--- src/design/nfc_pkg.sv ---
// package for the nand flash controller: command codes, address layout, pin timing
package nfc_pkg;
    // ----------------------------------------
    // command codes
    // ----------------------------------------
    localparam logic [7:0] CMD_READ      = 8'h00;
    localparam logic [7:0] CMD_READ_GO   = 8'h30;
    localparam logic [7:0] CMD_PROG      = 8'h80;
    localparam logic [7:0] CMD_PROG_GO   = 8'h10;
    localparam logic [7:0] CMD_ERASE     = 8'h60;
    localparam logic [7:0] CMD_ERASE_GO  = 8'hd0;
    localparam logic [7:0] CMD_READ_ID   = 8'h90;
    localparam logic [7:0] CMD_RESET     = 8'hff;
    localparam logic [7:0] CMD_STATUS    = 8'h70;
    localparam logic [7:0] CMD_RND_IN    = 8'h85;
    localparam logic [7:0] CMD_RND_OUT   = 8'h05;
    localparam logic [7:0] CMD_RND_OUT_GO = 8'he0;
    // ----------------------------------------
    // address layout
    // ----------------------------------------
    localparam int ADDR_W     = 28;
    localparam int COL_W      = 12;
    localparam int PAGE_BYTES = 2112;
    localparam int SPARE_BASE = 2048;
    localparam int BLOCKS     = 1024;
    // ----------------------------------------
    // strobe timing, ns and 8 ns cycles
    // ----------------------------------------
    localparam int CLK_NS     = 8;
    localparam int T_LOW_NS   = 25;
    localparam int T_HIGH_NS  = 25;
    localparam int T_ADL_NS   = 100;
    localparam int T_LOW_CYC  = (T_LOW_NS + CLK_NS - 1) / CLK_NS;
    localparam int T_HIGH_CYC = (T_HIGH_NS + CLK_NS - 1) / CLK_NS;
    localparam int T_ADL_CYC  = (T_ADL_NS + CLK_NS - 1) / CLK_NS;
    // ----------------------------------------
    // operation codes from the user side
    // ----------------------------------------
    localparam logic [2:0] OP_READ    = 3'h0;
    localparam logic [2:0] OP_PROG    = 3'h1;
    localparam logic [2:0] OP_ERASE   = 3'h2;
    localparam logic [2:0] OP_READ_ID = 3'h3;
    localparam logic [2:0] OP_RESET   = 3'h4;
    localparam logic [2:0] OP_STATUS  = 3'h5;
    localparam logic [2:0] OP_RND_IN  = 3'h6;
    localparam logic [2:0] OP_RND_OUT = 3'h7;
endpackage : nfc_pkg

--- src/design/nfc_fifo.sv ---
// small synchronous fifo with valid/ready on both sides
`timescale 1ns/1ps
`default_nettype none
module nfc_fifo #(
    parameter int WIDTH = 8,
    parameter int DEPTH = 16
) (
    input  wire logic             sys_clk_in,
    input  wire logic             rst_n_in,
    input  wire logic [WIDTH-1:0] wr_data_in,
    input  wire logic             wr_valid_in,
    output logic                  wr_ready_out,
    output logic      [WIDTH-1:0] rd_data_out,
    output logic                  rd_valid_out,
    input  wire logic             rd_ready_in
);
    localparam int AW = $clog2(DEPTH);
    logic [WIDTH-1:0] mem_q [DEPTH];
    logic [AW-1:0]    wp_q;
    logic [AW-1:0]    rp_q;
    logic [AW:0]      cnt_q;
    logic             wr_go;
    logic             rd_go;

    // ----------------------------------------
    // handshakes
    // ----------------------------------------
    assign wr_ready_out = (cnt_q != (AW+1)'(DEPTH));
    assign rd_valid_out = (cnt_q != '0);
    assign rd_data_out  = mem_q[rp_q];
    assign wr_go        = wr_valid_in && wr_ready_out;
    assign rd_go        = rd_valid_out && rd_ready_in;

    // storage
    always_ff @(posedge sys_clk_in) begin
        if (wr_go) begin
            mem_q[wp_q] <= wr_data_in;
        end
    end

    // pointers and fill count
    always_ff @(posedge sys_clk_in or negedge rst_n_in) begin
        if (!rst_n_in) begin
            wp_q  <= '0;
            rp_q  <= '0;
            cnt_q <= '0;
        end else begin
            if (wr_go) begin
                wp_q <= (wp_q == AW'(DEPTH-1)) ? '0 : wp_q + 1'b1;
            end
            if (rd_go) begin
                rp_q <= (rp_q == AW'(DEPTH-1)) ? '0 : rp_q + 1'b1;
            end
            cnt_q <= cnt_q + (AW+1)'(wr_go) - (AW+1)'(rd_go);
        end
    end

    a_fifo_no_over: assert property (@(posedge sys_clk_in) disable iff (!rst_n_in)
        cnt_q <= (AW+1)'(DEPTH))
        else $error("fifo count beyond depth");
endmodule : nfc_fifo
`default_nettype wire

--- src/design/nfc_ctrl.sv ---
// nand flash controller: drives strobes and data lines of an external flash
`timescale 1ns/1ps
`default_nettype none
module nfc_ctrl #(
    parameter int DEPTH = 16
) (
    input  wire logic        sys_clk_in,
    input  wire logic        rst_n_in,
    input  wire logic        op_valid_in,
    input  wire logic [2:0]  op_code_in,
    input  wire logic [27:0] op_addr_in,
    input  wire logic [11:0] op_len_in,
    input  wire logic        wr_enable_in,
    output logic             op_ready_out,
    output logic             op_done_out,
    input  wire logic [7:0]  wdata_in,
    input  wire logic        wdata_valid_in,
    output logic             wdata_ready_out,
    output logic [7:0]       rdata_out,
    output logic             rdata_valid_out,
    input  wire logic        rdata_ready_in,
    output logic             chip_sel_n_out,
    output logic             cmd_latch_out,
    output logic             addr_latch_out,
    output logic             input_strobe_n_out,
    output logic             output_strobe_n_out,
    output logic             prog_lock_n_out,
    input  wire logic [7:0]  data_lines_in,
    output logic [7:0]       data_lines_out,
    output logic             data_lines_oe_out,
    input  wire logic        ready_busy_in
);
    // ----------------------------------------
    // declarations
    // ----------------------------------------
    typedef enum logic [3:0] {S_IDLE, S_CMD1, S_ADDR, S_DATA_W, S_CMD2, S_WAIT, S_DATA_R, S_DONE} nfc_state_t;
    nfc_state_t  state_q;
    logic [2:0]  op_q;
    logic [27:0] addr_q;
    logic [11:0] len_q;
    logic [11:0] cnt_q;
    logic [2:0]  acnt_q;
    logic [3:0]  tim_q;
    logic [1:0]  phase_q;   // 0 setup, 1 strobe low, 2 strobe high
    logic        rb_s1_q;
    logic        rb_s2_q;
    logic [7:0]  din_s1_q;
    logic [7:0]  din_s2_q;
    logic [7:0]  fi_data;
    logic        fi_valid;
    logic        fi_ready;
    logic        fo_valid;
    logic        fo_ready;
    logic [7:0]  fo_data;
    logic [7:0]  cap_q;
    logic        cap_v_q;
    logic [7:0]  cmd1;
    logic [7:0]  cmd2;
    logic        has_cmd2;
    logic [2:0]  acnt_max;
    logic [2:0]  acnt_first;
    logic        cycle_end;

    // ----------------------------------------
    // ready/busy synchroniser
    // ----------------------------------------
    always_ff @(posedge sys_clk_in or negedge rst_n_in) begin
        if (!rst_n_in) begin
            rb_s1_q <= 1'b1;
            rb_s2_q <= 1'b1;
        end else begin
            rb_s1_q <= ready_busy_in;
            rb_s2_q <= rb_s1_q;
        end
    end

    // pin data bus passes two stages before capture
    always_ff @(posedge sys_clk_in or negedge rst_n_in) begin
        if (!rst_n_in) begin
            din_s1_q <= '0;
            din_s2_q <= '0;
        end else begin
            din_s1_q <= data_lines_in;
            din_s2_q <= din_s1_q;
        end
    end

    // command decode per operation
    always_comb begin
        cmd1 = nfc_pkg::CMD_READ;
        cmd2 = nfc_pkg::CMD_READ_GO;
        has_cmd2 = 1'b1;
        acnt_first = 3'd0;
        acnt_max = 3'd4;
        case (op_q)
            nfc_pkg::OP_READ: begin
                cmd1 = nfc_pkg::CMD_READ;
                cmd2 = nfc_pkg::CMD_READ_GO;
            end
            nfc_pkg::OP_PROG: begin
                cmd1 = nfc_pkg::CMD_PROG;
                cmd2 = nfc_pkg::CMD_PROG_GO;
            end
            nfc_pkg::OP_ERASE: begin
                cmd1 = nfc_pkg::CMD_ERASE;
                cmd2 = nfc_pkg::CMD_ERASE_GO;
                acnt_first = 3'd2;
            end
            nfc_pkg::OP_RND_IN: begin
                cmd1 = nfc_pkg::CMD_RND_IN;
                has_cmd2 = 1'b0;
                acnt_max = 3'd2;
            end
            nfc_pkg::OP_RND_OUT: begin
                cmd1 = nfc_pkg::CMD_RND_OUT;
                cmd2 = nfc_pkg::CMD_RND_OUT_GO;
                acnt_max = 3'd2;
            end
            nfc_pkg::OP_READ_ID: begin
                cmd1 = nfc_pkg::CMD_READ_ID;
                has_cmd2 = 1'b0;
                acnt_max = 3'd0;
            end
            nfc_pkg::OP_RESET: begin
                cmd1 = nfc_pkg::CMD_RESET;
                has_cmd2 = 1'b0;
                acnt_max = 3'd0;
            end
            default: begin
                cmd1 = nfc_pkg::CMD_STATUS;
                has_cmd2 = 1'b0;
                acnt_max = 3'd0;
            end
        endcase
    end

    // ----------------------------------------
    // write fifo and read fifo
    // ----------------------------------------
    nfc_fifo #(.WIDTH(8), .DEPTH(DEPTH)) u_wfifo (
        .sys_clk_in   (sys_clk_in),
        .rst_n_in     (rst_n_in),
        .wr_data_in   (wdata_in),
        .wr_valid_in  (wdata_valid_in),
        .wr_ready_out (wdata_ready_out),
        .rd_data_out  (fi_data),
        .rd_valid_out (fi_valid),
        .rd_ready_in  (fi_ready)
    );
    nfc_fifo #(.WIDTH(8), .DEPTH(DEPTH)) u_rfifo (
        .sys_clk_in   (sys_clk_in),
        .rst_n_in     (rst_n_in),
        .wr_data_in   (cap_q),
        .wr_valid_in  (fo_valid),
        .wr_ready_out (fo_ready),
        .rd_data_out  (fo_data),
        .rd_valid_out (rdata_valid_out),
        .rd_ready_in  (rdata_ready_in)
    );
    assign rdata_out = fo_data;
    assign fo_valid  = cap_v_q;
    // write byte is popped at the end of its strobe cycle
    assign fi_ready  = (state_q == S_DATA_W) && cycle_end;
    // one bus cycle ends when the high phase has timed out
    assign cycle_end = (phase_q == 2'd2) && (tim_q == 4'd0);
    assign op_ready_out = (state_q == S_IDLE);
    assign prog_lock_n_out = wr_enable_in;

    // ----------------------------------------
    // sequencer
    // ----------------------------------------
    always_ff @(posedge sys_clk_in or negedge rst_n_in) begin
        if (!rst_n_in) begin
            state_q <= S_IDLE;
            op_q    <= nfc_pkg::OP_STATUS;
            addr_q  <= '0;
            len_q   <= '0;
            cnt_q   <= '0;
            acnt_q  <= '0;
            tim_q   <= '0;
            phase_q <= '0;
            op_done_out <= 1'b0;
            cap_q   <= '0;
            cap_v_q <= 1'b0;
        end else begin
            op_done_out <= 1'b0;
            cap_v_q <= 1'b0;
            if (tim_q != 4'd0) begin
                tim_q <= tim_q - 4'd1;
            end
            case (state_q)
                S_IDLE: begin
                    phase_q <= 2'd0;
                    // only reset or status while flash is busy
                    if (op_valid_in && (rb_s2_q || op_code_in == nfc_pkg::OP_RESET
                                        || op_code_in == nfc_pkg::OP_STATUS)) begin
                        op_q   <= op_code_in;
                        addr_q <= op_addr_in;
                        len_q  <= (op_len_in > 12'(nfc_pkg::PAGE_BYTES)) ?
                                  12'(nfc_pkg::PAGE_BYTES) : op_len_in;
                        cnt_q  <= '0;
                        state_q <= S_CMD1;
                    end
                end
                S_CMD1, S_ADDR, S_DATA_W, S_CMD2: begin
                    // strobe phases: setup, low, high
                    if (phase_q == 2'd0 && tim_q == 4'd0) begin
                        if (state_q != S_DATA_W || fi_valid) begin
                            phase_q <= 2'd1;
                            tim_q   <= 4'(nfc_pkg::T_LOW_CYC);
                        end
                    end else if (phase_q == 2'd1 && tim_q == 4'd0) begin
                        phase_q <= 2'd2;
                        tim_q   <= 4'(nfc_pkg::T_HIGH_CYC);
                    end else if (cycle_end) begin
                        phase_q <= 2'd0;
                        case (state_q)
                            S_CMD1: begin
                                acnt_q <= acnt_first;
                                if (acnt_max != 3'd0) begin
                                    state_q <= S_ADDR;
                                end else if (op_q == nfc_pkg::OP_RESET) begin
                                    state_q <= S_WAIT;
                                end else begin
                                    state_q <= S_DATA_R;
                                end
                            end
                            S_ADDR: begin
                                acnt_q <= acnt_q + 3'd1;
                                if (acnt_q + 3'd1 == acnt_max) begin
                                    tim_q <= 4'(nfc_pkg::T_ADL_CYC);
                                    if (op_q == nfc_pkg::OP_PROG || op_q == nfc_pkg::OP_RND_IN) begin
                                        state_q <= (len_q != 12'd0) ? S_DATA_W : S_DONE;
                                    end else begin
                                        state_q <= S_CMD2;
                                    end
                                end
                            end
                            S_DATA_W: begin
                                cnt_q <= cnt_q + 12'd1;
                                if (cnt_q + 12'd1 == len_q) begin
                                    state_q <= has_cmd2 ? S_CMD2 : S_DONE;
                                end
                            end
                            default: begin
                                state_q <= (op_q == nfc_pkg::OP_RND_OUT) ? S_DATA_R : S_WAIT;
                            end
                        endcase
                    end
                end
                S_WAIT: begin
                    // wait for the synchronised busy to rise again
                    if (tim_q == 4'd0 && phase_q == 2'd0) begin
                        phase_q <= 2'd1;
                        tim_q   <= 4'd4;
                    end else if (phase_q == 2'd1 && tim_q == 4'd0 && rb_s2_q) begin
                        phase_q <= 2'd0;
                        state_q <= (op_q == nfc_pkg::OP_READ) ? S_DATA_R : S_DONE;
                    end
                end
                S_DATA_R: begin
                    if (cnt_q == len_q) begin
                        state_q <= S_DONE;
                    end else if (phase_q == 2'd0 && tim_q == 4'd0 && fo_ready) begin
                        phase_q <= 2'd1;
                        tim_q   <= 4'(nfc_pkg::T_LOW_CYC);
                    end else if (phase_q == 2'd1 && tim_q == 4'd0) begin
                        cap_q   <= din_s2_q;
                        cap_v_q <= 1'b1;
                        cnt_q   <= cnt_q + 12'd1;
                        phase_q <= 2'd2;
                        tim_q   <= 4'(nfc_pkg::T_HIGH_CYC);
                    end else if (cycle_end) begin
                        phase_q <= 2'd0;
                    end
                end
                S_DONE: begin
                    op_done_out <= 1'b1;
                    state_q <= S_IDLE;
                end
                default: begin
                    state_q <= S_IDLE;
                end
            endcase
        end
    end

    // ----------------------------------------
    // pin drive
    // ----------------------------------------
    always_ff @(posedge sys_clk_in or negedge rst_n_in) begin
        if (!rst_n_in) begin
            chip_sel_n_out      <= 1'b1;
            cmd_latch_out       <= 1'b0;
            addr_latch_out      <= 1'b0;
            input_strobe_n_out  <= 1'b1;
            output_strobe_n_out <= 1'b1;
            data_lines_out      <= '0;
            data_lines_oe_out   <= 1'b0;
        end else begin
            chip_sel_n_out <= (state_q == S_IDLE);
            cmd_latch_out  <= (state_q == S_CMD1 || state_q == S_CMD2);
            addr_latch_out <= (state_q == S_ADDR);
            input_strobe_n_out <= !((state_q == S_CMD1 || state_q == S_ADDR || state_q == S_CMD2
                                     || state_q == S_DATA_W) && phase_q == 2'd1);
            output_strobe_n_out <= !(state_q == S_DATA_R && phase_q == 2'd1);
            data_lines_oe_out <= (state_q == S_CMD1 || state_q == S_ADDR || state_q == S_CMD2
                                  || state_q == S_DATA_W);
            case (state_q)
                S_CMD1: data_lines_out <= cmd1;
                S_CMD2: data_lines_out <= cmd2;
                S_DATA_W: data_lines_out <= fi_data;
                S_ADDR: begin
                    case (acnt_q)
                        3'd0: data_lines_out <= addr_q[7:0];
                        3'd1: data_lines_out <= {4'h0, addr_q[11:8]};
                        3'd2: data_lines_out <= addr_q[19:12];
                        default: data_lines_out <= addr_q[27:20];
                    endcase
                end
                default: data_lines_out <= data_lines_out;
            endcase
        end
    end

    // ----------------------------------------
    // checks
    // ----------------------------------------
    a_strobe_cs_low: assert property (@(posedge sys_clk_in) disable iff (!rst_n_in)
        !input_strobe_n_out |-> !chip_sel_n_out && data_lines_oe_out)
        else $error("write strobe without select or drive");
    a_no_drive_read: assert property (@(posedge sys_clk_in) disable iff (!rst_n_in)
        !output_strobe_n_out |-> !data_lines_oe_out)
        else $error("driving lines during read");
    a_cmd_addr_excl: assert property (@(posedge sys_clk_in) disable iff (!rst_n_in)
        !(cmd_latch_out && addr_latch_out))
        else $error("command and address latch both high");
    a_col_high_zero: assert property (@(posedge sys_clk_in) disable iff (!rst_n_in)
        state_q == S_ADDR && acnt_q == 3'd1 && phase_q == 2'd1 |=> data_lines_out[7:4] == 4'h0)
        else $error("column high nibble not zero");
    a_busy_only_safe: assert property (@(posedge sys_clk_in) disable iff (!rst_n_in)
        state_q == S_IDLE && $past(state_q) == S_IDLE && !rb_s2_q ##1 state_q == S_CMD1
        |-> op_q == nfc_pkg::OP_RESET || op_q == nfc_pkg::OP_STATUS)
        else $error("operation started while busy");
    a_erase_two_addr: assert property (@(posedge sys_clk_in) disable iff (!rst_n_in)
        state_q == S_ADDR && op_q == nfc_pkg::OP_ERASE |-> acnt_q >= 3'd2)
        else $error("erase sends column cycles");
    a_lock_follows: assert property (@(posedge sys_clk_in) disable iff (!rst_n_in)
        !wr_enable_in |-> !prog_lock_n_out)
        else $error("lock released without enable");
    a_len_bound: assert property (@(posedge sys_clk_in) disable iff (!rst_n_in)
        len_q <= 12'(nfc_pkg::PAGE_BYTES))
        else $error("length exceeds page");
endmodule : nfc_ctrl
`default_nettype wire

--- config.mk ---
export PLATFORM = sky130hd
export DESIGN_NAME = nfc_ctrl
export DESIGN_NICKNAME = d
export VERILOG_FILES = /design/src/design/nfc_pkg.sv /design/src/design/nfc_fifo.sv /design/src/design/nfc_ctrl.sv
export SDC_FILE = /design/constraint.sdc
export NUM_CORES = 1
export LEC_CHECK = 0
export ABC_AREA = 1
export BUFFER_PORTS_ARGS = -buffer_cell sky130_fd_sc_hd__buf_2
export CAP_MARGIN = 0
export CORE_MARGIN = 2
export CORE_UTILIZATION = 55
export CTS_BUF_LIST = sky130_fd_sc_hd__clkbuf_2 sky130_fd_sc_hd__clkbuf_4 sky130_fd_sc_hd__clkbuf_8
export DETAILED_ROUTE_END_ITERATION = 12
export PLACE_DENSITY = 0.69
export RECOVER_POWER = 50
export SYNTH_ARGS = -nofsm -noshare
export SYNTH_HDL_FRONTEND = slang
export SYNTH_SLANG_ARGS = --single-unit
export TNS_END_PERCENT = 10
--- constraint.sdc ---
create_clock -name sys_clk_in -period 3.54 [get_ports sys_clk_in]
set_input_delay 0.177 -clock sys_clk_in [delete_from_list [all_inputs] [get_ports sys_clk_in]]
set_output_delay 0.177 -clock sys_clk_in [all_outputs]
set_load 0.05 [all_outputs]
==> impl_metrics.toml, run 1 <==
[outcome]
outcome = "finished with violations"
violations = "max-capacitance violations, max-slew violations"

[clocking]
cts_made_buffers = 66
cts_max_path_buffers = 3
cts_tree = "built"
cts_root_buf = "clkbuf_8"
h-tree-depth = 3
clk_latency_ps = 590
clkTransAtPathRegs_ps = 60
cts_sinks = 391
postCtsResizedCells = 0

[layout]
finalInstanceArea_um2 = 19900
drive_gt1_share_pct = 13.6
nNetsFinal = 1933
layout_common_cells = "410 x nand2_1, 256 x edfxtp_1, 198 x nor2_1, 151 x o21ai_0, 127 x dfrtp_1"
syn2layout_area_growth_pct = 15.6
final_common_cell = "nand2_1"
fill_cells = 2450

[route]
drc_errors = 0
drtAntennaViolNets = 0
vias_per_cell = 5.50
vias = 12555
drtIter0Drc = 892
wl_per_cell_um = 17.6
wl_um = 40100
drt_pass1_iterations = 5

[timing]
drv_slew = 84
timing.final.ws_setup_ps = 569
setup_tns_ps = 0
setup_violations = 0
finalHoldViolations = 0
maxSlewHeadroom_pct = -42.2
final.period_utilization_pct = 83.9
period_needed_ps = 2970
skew_ps = 32.0
max_freq_ghz = 0.337
worstMarginPinSlew_ps = 2130
rsz0062_at_grt = "no"

[yosys]
synthMuxAreaShare_pct = 0.0581
synth-seq-area-share_pct = 64.2
synthFlopType = "edfxtp_1"
synth_cells = 1664
avgSynthCellArea_um2 = 10.4
yosysUniqueCellTypes = 49
synth_edf_count = 256
synth_top_family_by_area = "simple AND/OR/NAND/NOR gates"
async_flop_share_pct = 34.5
synthAdderAreaFrac_pct = 2.26
synthSimpleGateAreaFrac_pct = 18.0
syn_nets = 1760
syn_area_um2 = 17200
synth_seq_cells = 391
synth_compound_area_share_pct = 9.35
ys_warn_count = 0
synthXorXnorAreaFrac_pct = 1.52

[grt]
antenna_found_initial = 0
grt-ovfl-total = 0
track_usage_pct = 24.9
grt_max_degree = 84
grt_pass1_vias = 12438
grt_first_pass_wirelength_um = 64700

[power_and_ir_drop]
powerDensity_nw_per_um2 = 774
clkPwrFrac_pct = 26.0
p_sw_share_pct = 39.2
power.switching_mw = 6.05
p_seq_share_pct = 40.0
pwr-share-comb_pct = 34.0
ir_worst_vdd_v = 0.000650
internal_power_mw = 9.38
leakagePower_nw = 8.13

[critical_path]
crit_path_start_kind = "flip-flop"
cp.arrival_ps = 2790
reg2reg_depth = 13
path_max_fanout = 30
end_kind = "primary output"
worstPathRequired_ps = 3360
setup.worst_path.class = "reg -> out"

[placement]
place_area_um2 = 18000
place_ws_ps = 795
io_buffers = 90
dp_hpwl_um = 25100
place_congestion = 0.918

[floorplanning]
die-area_um2 = 32800
die_h_um = 181
io_pins = 93
core_region_area_um2 = 30700
start_util_pct = 56.1
row_count = 64
die_w_um = 181

[flow_run]
maxCapViolCount = 1

[hold_path]
hold_class = "in -> reg"
holdPathStages = 4
-- worst paths after layout --
check,startpoint,to,slack [ps]
worst min-delay path,wdata_valid_in,u_wfifo.wp_q[0]$_DFFE_PN0P_,40
worst max-delay path,u_rfifo.rp_q[0]$_DFFE_PN0P_,rdata_out[0],570
worst max register to register,state_q[2]$_DFFE_PN0P_,u_wfifo.cnt_q[4]$_DFF_PN0_,670
max in group asynchronous,rst_n_in,acnt_q[2]$_DFFE_PN0P_,1120
worst min register to register,din_s1_q[3]$_DFF_PN0_,din_s2_q[3]$_DFF_PN0_,350
min in group asynchronous,rst_n_in,cap_q[0]$_DFFE_PN0P_,730
-- flip-flops by register name, indices dropped and copies added, names as in the netlist, 2 cells and up --
name,flops
u_rfifo.mem_q,128
len_q,12
din_s1_q,8
u_rfifo.cnt_q,5
op_q,3
phase_q,2
u_wfifo.wp_q,4
data_lines_out,8
u_wfifo.cnt_q,5
cnt_q,12
acnt_q,3
state_q,3
din_s2_q,8
cap_q,8
u_wfifo.rp_q,4
addr_q,28
tim_q,4
u_rfifo.wp_q,4
u_wfifo.mem_q,128
u_rfifo.rp_q,4
-- metal layers --
layer  vias up  part of all wire [%]  track usage [%]
met1      6033                    43             33.7
met5         -                     0                0
met4         0                   2.0             7.48
li1       6023                     -                -
met3        65                   5.9             4.19
met2       434                    49             41.8
-- cells in the mapped netlist (3+ instances only) --
cell type  count  area, um2
ha_1          28        350
or2_2          3       18.8
nand4_1       20        125
buf_2         27        135
clkbuf_1      27        101
nor3_2         4       40.0
a21oi_1       31        155
clkinv_1       5       18.8
nor3_1         8       40.0
a221oi_1       9       78.8
nand3_1       83        415
o21ai_2       13        114
nand2_1      410       1540
nor2_1       197        739
dfrtp_1      128       3200
o21ai_1        3       15.0
edfxtp_1     256       7690
nor2_4         3       33.8
inv_1        118        443
buf_4          3       22.5
inv_2          6       22.5
buf_6          4       45.0
a31oi_1        5       31.3
o21ai_0      151        756
o211ai_1      18        135
nor2_2         4       25.0
xnor2_1        6       52.6
o221ai_1       9       78.8
nand2_2        6       37.5
dfstp_2        7        184
o22ai_1       25        156
xor2_1        24        210
-- logic make-up after synthesis --
kind of cell / after synthesis
simple gates: 748
fa+ha+maj: 30
mux: 1
compound gates: 274
buf+inv: 190
xor+xnor: 30
flops: 391
-- metrics by stage --
step	util (%)	total power, mW	hold WS, ps	instances
after floorplan	-	10.0	-119	1664
after global placement	58.6	11.3	282	2103
after detailed placement	58.6	11.4	283	2103
after CTS	64.9	15.5	12.5	2282
after global routing	64.8	16.4	70.1	2282
final	64.8	15.4	35.9	2283
-- power by group through the flow --
stage	Sequential, mW	Clock (mW)	Combinational (mW)
2_1_floorplan	6.27	0	3.75
3_3_place_gp	6.22	0	5.06
3_5_place_dp	6.25	0	5.16
4_1_cts	6.17	4.08	5.26
5_1_grt	6.25	4.30	5.87
6_report	6.17	4.00	5.25
-- area by class of cell --
| type | instances | area [um2] | share of cell area [%] |
|---|---|---|---|
| Antenna cell | 1 | 2.50 | 0.0126 |
| Tap cell | 396 | 495 | 2.49 |
| Timing Repair Buffer | 166 | 1170 | 5.88 |
| Inverter | 129 | 484 | 2.43 |
| Sequential cell | 391 | 11100 | 55.6 |
| Multi-Input combinational cell | 1083 | 5370 | 27.0 |
| Clock inverter | 20 | 126 | 0.634 |
| Clock buffer | 97 | 1200 | 6.04 |
-- what timing repair did --
| action | 4_1_cts | 5_1_grt |
|---|---|---|
| endpoints found under the hold margin | 236 | 0 |
| hold buffers | 62 | 0 |
| buffers inserted | 0 | 0 |
-- critical path, cell delays in order, from the launching register on --
cell      delay, ps
dfrtp_2         390
inv_1           640
buf_4           370
nand2_1          90
a221oi_1        270
o21ai_0         120
nand2_1          90
buf_2           260
(Power assumes the default switching activity.)
==> inputs of run 2 (changes only) <==
--- a/config.mk
+++ b/config.mk
@@ -12,7 +12,7 @@
 export CORE_UTILIZATION = 55
 export CTS_BUF_LIST = sky130_fd_sc_hd__clkbuf_2 sky130_fd_sc_hd__clkbuf_4 sky130_fd_sc_hd__clkbuf_8
 export DETAILED_ROUTE_END_ITERATION = 12
-export PLACE_DENSITY = 0.69
+export PLACE_DENSITY = 0.72
 export RECOVER_POWER = 50
 export SYNTH_ARGS = -nofsm -noshare
 export SYNTH_HDL_FRONTEND = slang
==> constraint.sdc (replaced) <==
create_clock -name sys_clk_in -period 2.7 [get_ports sys_clk_in]
set_input_delay 0.135 -clock sys_clk_in [delete_from_list [all_inputs] [get_ports sys_clk_in]]
set_output_delay 0.135 -clock sys_clk_in [all_outputs]
set_load 0.05 [all_outputs]
==> impl_metrics.toml, run 2 (synthesis gave the netlist of run 1 again) <==
[layout]
reg_top3 = "u_rfifo.mem_q: 128 flops, u_wfifo.mem_q: 128 flops, addr_q: 28 flops"
drive_gt1_share_pct = 14.9
n_antenna_cell = 0
utilization_pct = 65.5
syn2layout_area_growth_pct = 16.8
fill_cells = 2377
final_common_cell = "nand2_1"
nNetsFinal = 1949
finalInstanceArea_um2 = 20100
layout.cells.non_filler = 2300
layout_common_cells = "408 x nand2_1, 256 x edfxtp_1, 198 x nor2_1, 149 x o21ai_0, 125 x dfrtp_1"

[floorplanning]
core_region_area_um2 = 30700
start_util_pct = 56.1
io_pins = 93
die_w_um = 181
row_count = 64
die-area_um2 = 32800
die_h_um = 181

[power_and_ir_drop]
internal_power_mw = 12.3
powerDensity_nw_per_um2 = 1000
power_mw = 20.2
clkPwrFrac_pct = 24.9
pwr-share-comb_pct = 35.0
p_sw_share_pct = 39.0
power.switching_mw = 7.87
p_seq_share_pct = 40.1
leakagePower_nw = 8.23
ir_worst_vdd_v = 0.000925

[clocking]
clk_latency_ps = 630
cts_root_buf = "clkbuf_8"
cts_max_path_buffers = 3
postCtsSetupBuffers = 0
h-tree-depth = 2
cts_sinks = 391
clkTransAtPathRegs_ps = 60
cts_tree = "built"
cts_made_buffers = 60

[grt]
antenna_found_initial = 0
track_usage_pct = 24.8
grt_pass1_vias = 12528
grt_max_degree = 74
grt-ovfl-total = 0
grt_first_pass_wirelength_um = 64300

[outcome]
violations = "max-capacitance violations, max-slew violations"
outcome = "finished with violations"

[critical_path]
path_max_fanout = 17
worstPathRequired_ps = 2570
end_kind = "primary output"
cp.arrival_ps = 2480
crit_path_start_kind = "flip-flop"
setup.worst_path.class = "reg -> out"

[timing]
worstMarginPinSlew_ps = 1660
timing.final.ws_setup_ps = 88.0
skew_ps = 28.1
rsz0062_at_grt = "yes"
hold_ws_ps = 158
period_needed_ps = 2610
maxSlewHeadroom_pct = -10.8
final.period_utilization_pct = 96.7
setup_tns_ps = 0
max_freq_ghz = 0.383
drv_slew = 63
setup_violations = 0
finalHoldViolations = 0

[route]
drt_pass1_iterations = 6
drtAntennaViolNets = 0
drc_errors = 0
drtIter0Drc = 953
wl_per_cell_um = 17.3
vias = 12461
vias_per_cell = 5.42
wl_um = 39700

[flow_run]
maxCapViolCount = 1

[placement]
dp_cells = 2123
place_congestion = 0.876
dp_hpwl_um = 25600
place_area_um2 = 18200
io_buffers = 90
place_ws_ps = 83.7

[hold_path]
hold_class = "in -> reg"
-- run 2: metal layers --
metal / vias to the layer above / part of all wire, % / track usage, % / wire, um
li1: 6052 / - / - / -
met1: 5951 / 42 / 32.6 / 16700
met2: 367 / 50 / 42.2 / 19900
met3: 91 / 4.9 / 3.89 / 1930
met4: 0 / 2.9 / 8.72 / 1150
met5: - / 0 / 0 / 0
-- run 2: final cells by class --
class                   instances  area [um2]  area share [%]
clock inverters                27         208            1.03
multi-input cells            1083        5430            27.0
inverters                     129         492            2.44
repair buffers                188        1380            6.85
flip-flops and latches        391       11100            55.0
well taps                     396         495            2.46
clock buffers                  86        1050            5.20
-- run 2: power by group through the flow --
stage	Combinational [mW]	Clock [mW]	Sequential, mW
2_1_floorplan	4.94	0	8.22
3_3_place_gp	6.72	0	8.15
3_5_place_dp	6.88	0	8.17
4_1_cts	7.01	5.12	8.07
5_1_grt	7.89	5.40	8.19
6_report	7.06	5.03	8.10
-- run 2: worst max-delay path, stage by stage (launching register included) --
cell and delay [ps]:
dfrtp_2 500, inv_1 130, buf_4 220, o21ai_0 120
o221ai_1 250, nand4_1 240, nand2_1 130, buf_2 260
-- run 2: worst paths after layout --
check,endpoint,start,slack [ps],cells after the start
setup / recovery,rdata_out[3],u_rfifo.rp_q[1]$_DFFE_PN0P_,90,7
hold / removal,rb_s1_q$_DFF_PN1_,ready_busy_in,160,2
setup reg to reg,len_q[7]$_DFFE_PN0P_,state_q[2]$_DFFE_PN0P_,240,7
hold reg to reg,din_s2_q[4]$_DFF_PN0_,din_s1_q[4]$_DFF_PN0_,350,0
max in group asynchronous,chip_sel_n_out$_DFF_PN1_,rst_n_in,1100,3
min in group asynchronous,din_s2_q[7]$_DFF_PN0_,rst_n_in,480,2
-- run 2: timing repair --
item / 4_1_cts / 5_1_grt
endpoints found under the setup margin: 7 / 10
hold endpoints to repair: 249 / 0
resized for setup: 4 / 16
pin swaps: 0 / 1
hold buffers: 64 / 0
==> inputs of run 3 (changes only) <==
--- a/config.mk
+++ b/config.mk
@@ -12,8 +12,9 @@
 export CORE_UTILIZATION = 55
 export CTS_BUF_LIST = sky130_fd_sc_hd__clkbuf_2 sky130_fd_sc_hd__clkbuf_4 sky130_fd_sc_hd__clkbuf_8
 export DETAILED_ROUTE_END_ITERATION = 12
-export PLACE_DENSITY = 0.72
+export PLACE_DENSITY = 0.69
 export RECOVER_POWER = 50
+export SETUP_SLACK_MARGIN = 0.3
 export SYNTH_ARGS = -nofsm -noshare
 export SYNTH_HDL_FRONTEND = slang
 export SYNTH_SLANG_ARGS = --single-unit
==> constraint.sdc (replaced) <==
create_clock -name sys_clk_in -period 3.33 [get_ports sys_clk_in]
set_input_delay 0.1665 -clock sys_clk_in [delete_from_list [all_inputs] [get_ports sys_clk_in]]
set_output_delay 0.1665 -clock sys_clk_in [all_outputs]
set_load 0.05 [all_outputs]
==> impl_metrics.toml, run 3 (synthesis gave the netlist of run 1 again) <==
[outcome]
outcome = "finished with violations"
violations = "max-capacitance violations, max-slew violations"

[placement]
dp_hpwl_um = 25200
io_buffers = 90
place_congestion = 0.894

[critical_path]
cp.arrival_ps = 2760
timing.rr.end = "u_wfifo.cnt_q[4]$_DFF_PN0_"
path_cells = "nand2_1, inv_1, nand3_1, nand4_1, nand2_1, buf_2"
slowest_stage = "dfrtp_1"
rr_startpoint = "tim_q[0]$_DFF_PN0_"
reg2reg_depth = 15
cpPeakStageDelay_ps = 680
path_common_cell = "nand2_1"
setup.worst_path.class = "reg -> out"
worstPathRequired_ps = 3160
crit_path_start_kind = "flip-flop"
end_kind = "primary output"
rrSetupSlack_ps = 490
path_max_fanout = 13
critical-path-top-delay-family = "simple AND/OR/NAND/NOR gates"
worst-path-buf-inv = 2

[power_and_ir_drop]
powerDensity_nw_per_um2 = 816
leakagePower_nw = 8.10
ir_worst_vdd_v = 0.000768

[layout]
layout_common_cells = "410 x nand2_1, 256 x edfxtp_1, 198 x nor2_1, 151 x o21ai_0, 126 x dfrtp_1"
n_antenna_cell = 0
syn2layout_area_growth_pct = 15.3
reg_top3 = "u_rfifo.mem_q: 128 flops, u_wfifo.mem_q: 128 flops, addr_q: 28 flops"
nNetsFinal = 1928
utilization_pct = 64.6
final_common_cell = "nand2_1"
drive_gt1_share_pct = 13.1

[floorplanning]
die_h_um = 181
core_region_area_um2 = 30700
io_pins = 93
row_count = 64
start_util_pct = 56.1
die-area_um2 = 32800
die_w_um = 181

[hold_path]
hold_class = "in -> reg"
holdPathStages = 2
min_from = "data_lines_in[0]"
holdPathEnd = "din_s1_q[0]$_DFF_PN0_"

[clocking]
cts_tree = "built"
cts_sinks = 391
postCtsSetupBuffers = 0
cts_max_path_buffers = 3
cts_root_buf = "clkbuf_8"
h-tree-depth = 2
clk_latency_ps = 650
cts_made_buffers = 61
clkTransAtPathRegs_ps = 60

[route]
drt_pass1_iterations = 7
drtAntennaViolNets = 0
drc_errors = 0
wl_per_cell_um = 17.4
vias = 12440
drtIter0Drc = 833
vias_per_cell = 5.46
wl_um = 39600

[grt]
grt_max_degree = 91
grt-ovfl-total = 0
grt_first_pass_wirelength_um = 63000
grt_pass1_vias = 12182
antenna_found_initial = 0
track_usage_pct = 24.4

[flow_run]
maxCapViolCount = 1

[timing]
worstMarginPinSlew_ps = 2270
setup_tns_ps = 0
drv_slew = 90
skew_ps = 32.7
finalHoldViolations = 0
period_needed_ps = 2920
max_freq_ghz = 0.342
rsz0062_at_grt = "yes"
maxSlewHeadroom_pct = -51.5
setup_violations = 0
final.period_utilization_pct = 87.8
[run 3: worst register-to-register path: cells and delay by family (launching register included)]
kind | cells | cell delay (ps)
AO/OA/AOI/OAI | 1 | 220
XOR/XNOR | 1 | 180
adder cells (fa/ha/maj) | 4 | 1040
buffers and inverters | 5 | 440
flip-flops | 1 | 380
AND/OR/NAND/NOR | 4 | 490
[run 3: report_power, final]
| part | leakage, nW | switching, mW | internal (mW) |
|---|---|---|---|
| logic | 3.53 | 3.93 | 1.65 |
| clock network | 0.670 | 1.88 | 2.19 |
| registers | 3.89 | 0.594 | 5.97 |
| total | 8.10 | 6.41 | 9.80 |
[run 3: final cells by class]
type | count | area, um2
Fill cell | 2486 | 10900
Inverter | 129 | 484
Clock inverter | 29 | 174
Tap cell | 396 | 495
Sequential cell | 391 | 11100
Timing Repair Buffer | 166 | 1180
Clock buffer | 86 | 1080
Multi-Input combinational cell | 1083 | 5370
[run 3: what timing repair did]
action | CTS | global route
endpoints found under the hold margin | 269 | 0
hold buffers | 64 | 0
gates resized for setup | 0 | 1
endpoints found under the setup margin | 0 | 6
[run 3: stage by stage]
step	cells	hold WS (ps)	instance area (um2)	total power [mW]	worst slack [ps]
CTS	2280	143	19900	16.3	356
floorplan	1664	-129	17200	10.6	423
finish	2280	192	19900	16.2	405
global placement	2101	272	18000	12.0	645
detailed placement	2101	277	18000	12.1	514
global route	2280	172	19900	17.2	274
[run 3: how the worst max path moves through the flow]
stage / slack, ps / start / to / cells after the start
after floorplan: 420 / u_rfifo.cnt_q[3]$_DFF_PN0_ / u_rfifo.cnt_q[4]$_DFF_PN0_ / 13
after global placement: 640 / tim_q[0]$_DFF_PN0_ / u_wfifo.cnt_q[4]$_DFF_PN0_ / 15
after detailed placement: 510 / tim_q[0]$_DFF_PN0_ / u_wfifo.cnt_q[4]$_DFF_PN0_ / 15
after CTS: 360 / u_rfifo.rp_q[1]$_DFFE_PN0P_ / rdata_out[6] / 7
after global routing: 270 / tim_q[0]$_DFF_PN0_ / u_wfifo.cnt_q[4]$_DFF_PN0_ / 15
final: 410 / u_rfifo.rp_q[2]$_DFFE_PN0P_ / rdata_out[7] / 6
[run 3: metal layers]
layer | global-route usage (%) | wire length (um)
met5 | 0 | 0
met4 | 8.62 | 1210
met3 | 4.23 | 2130
met2 | 40.8 | 19300
met1 | 32.4 | 17000
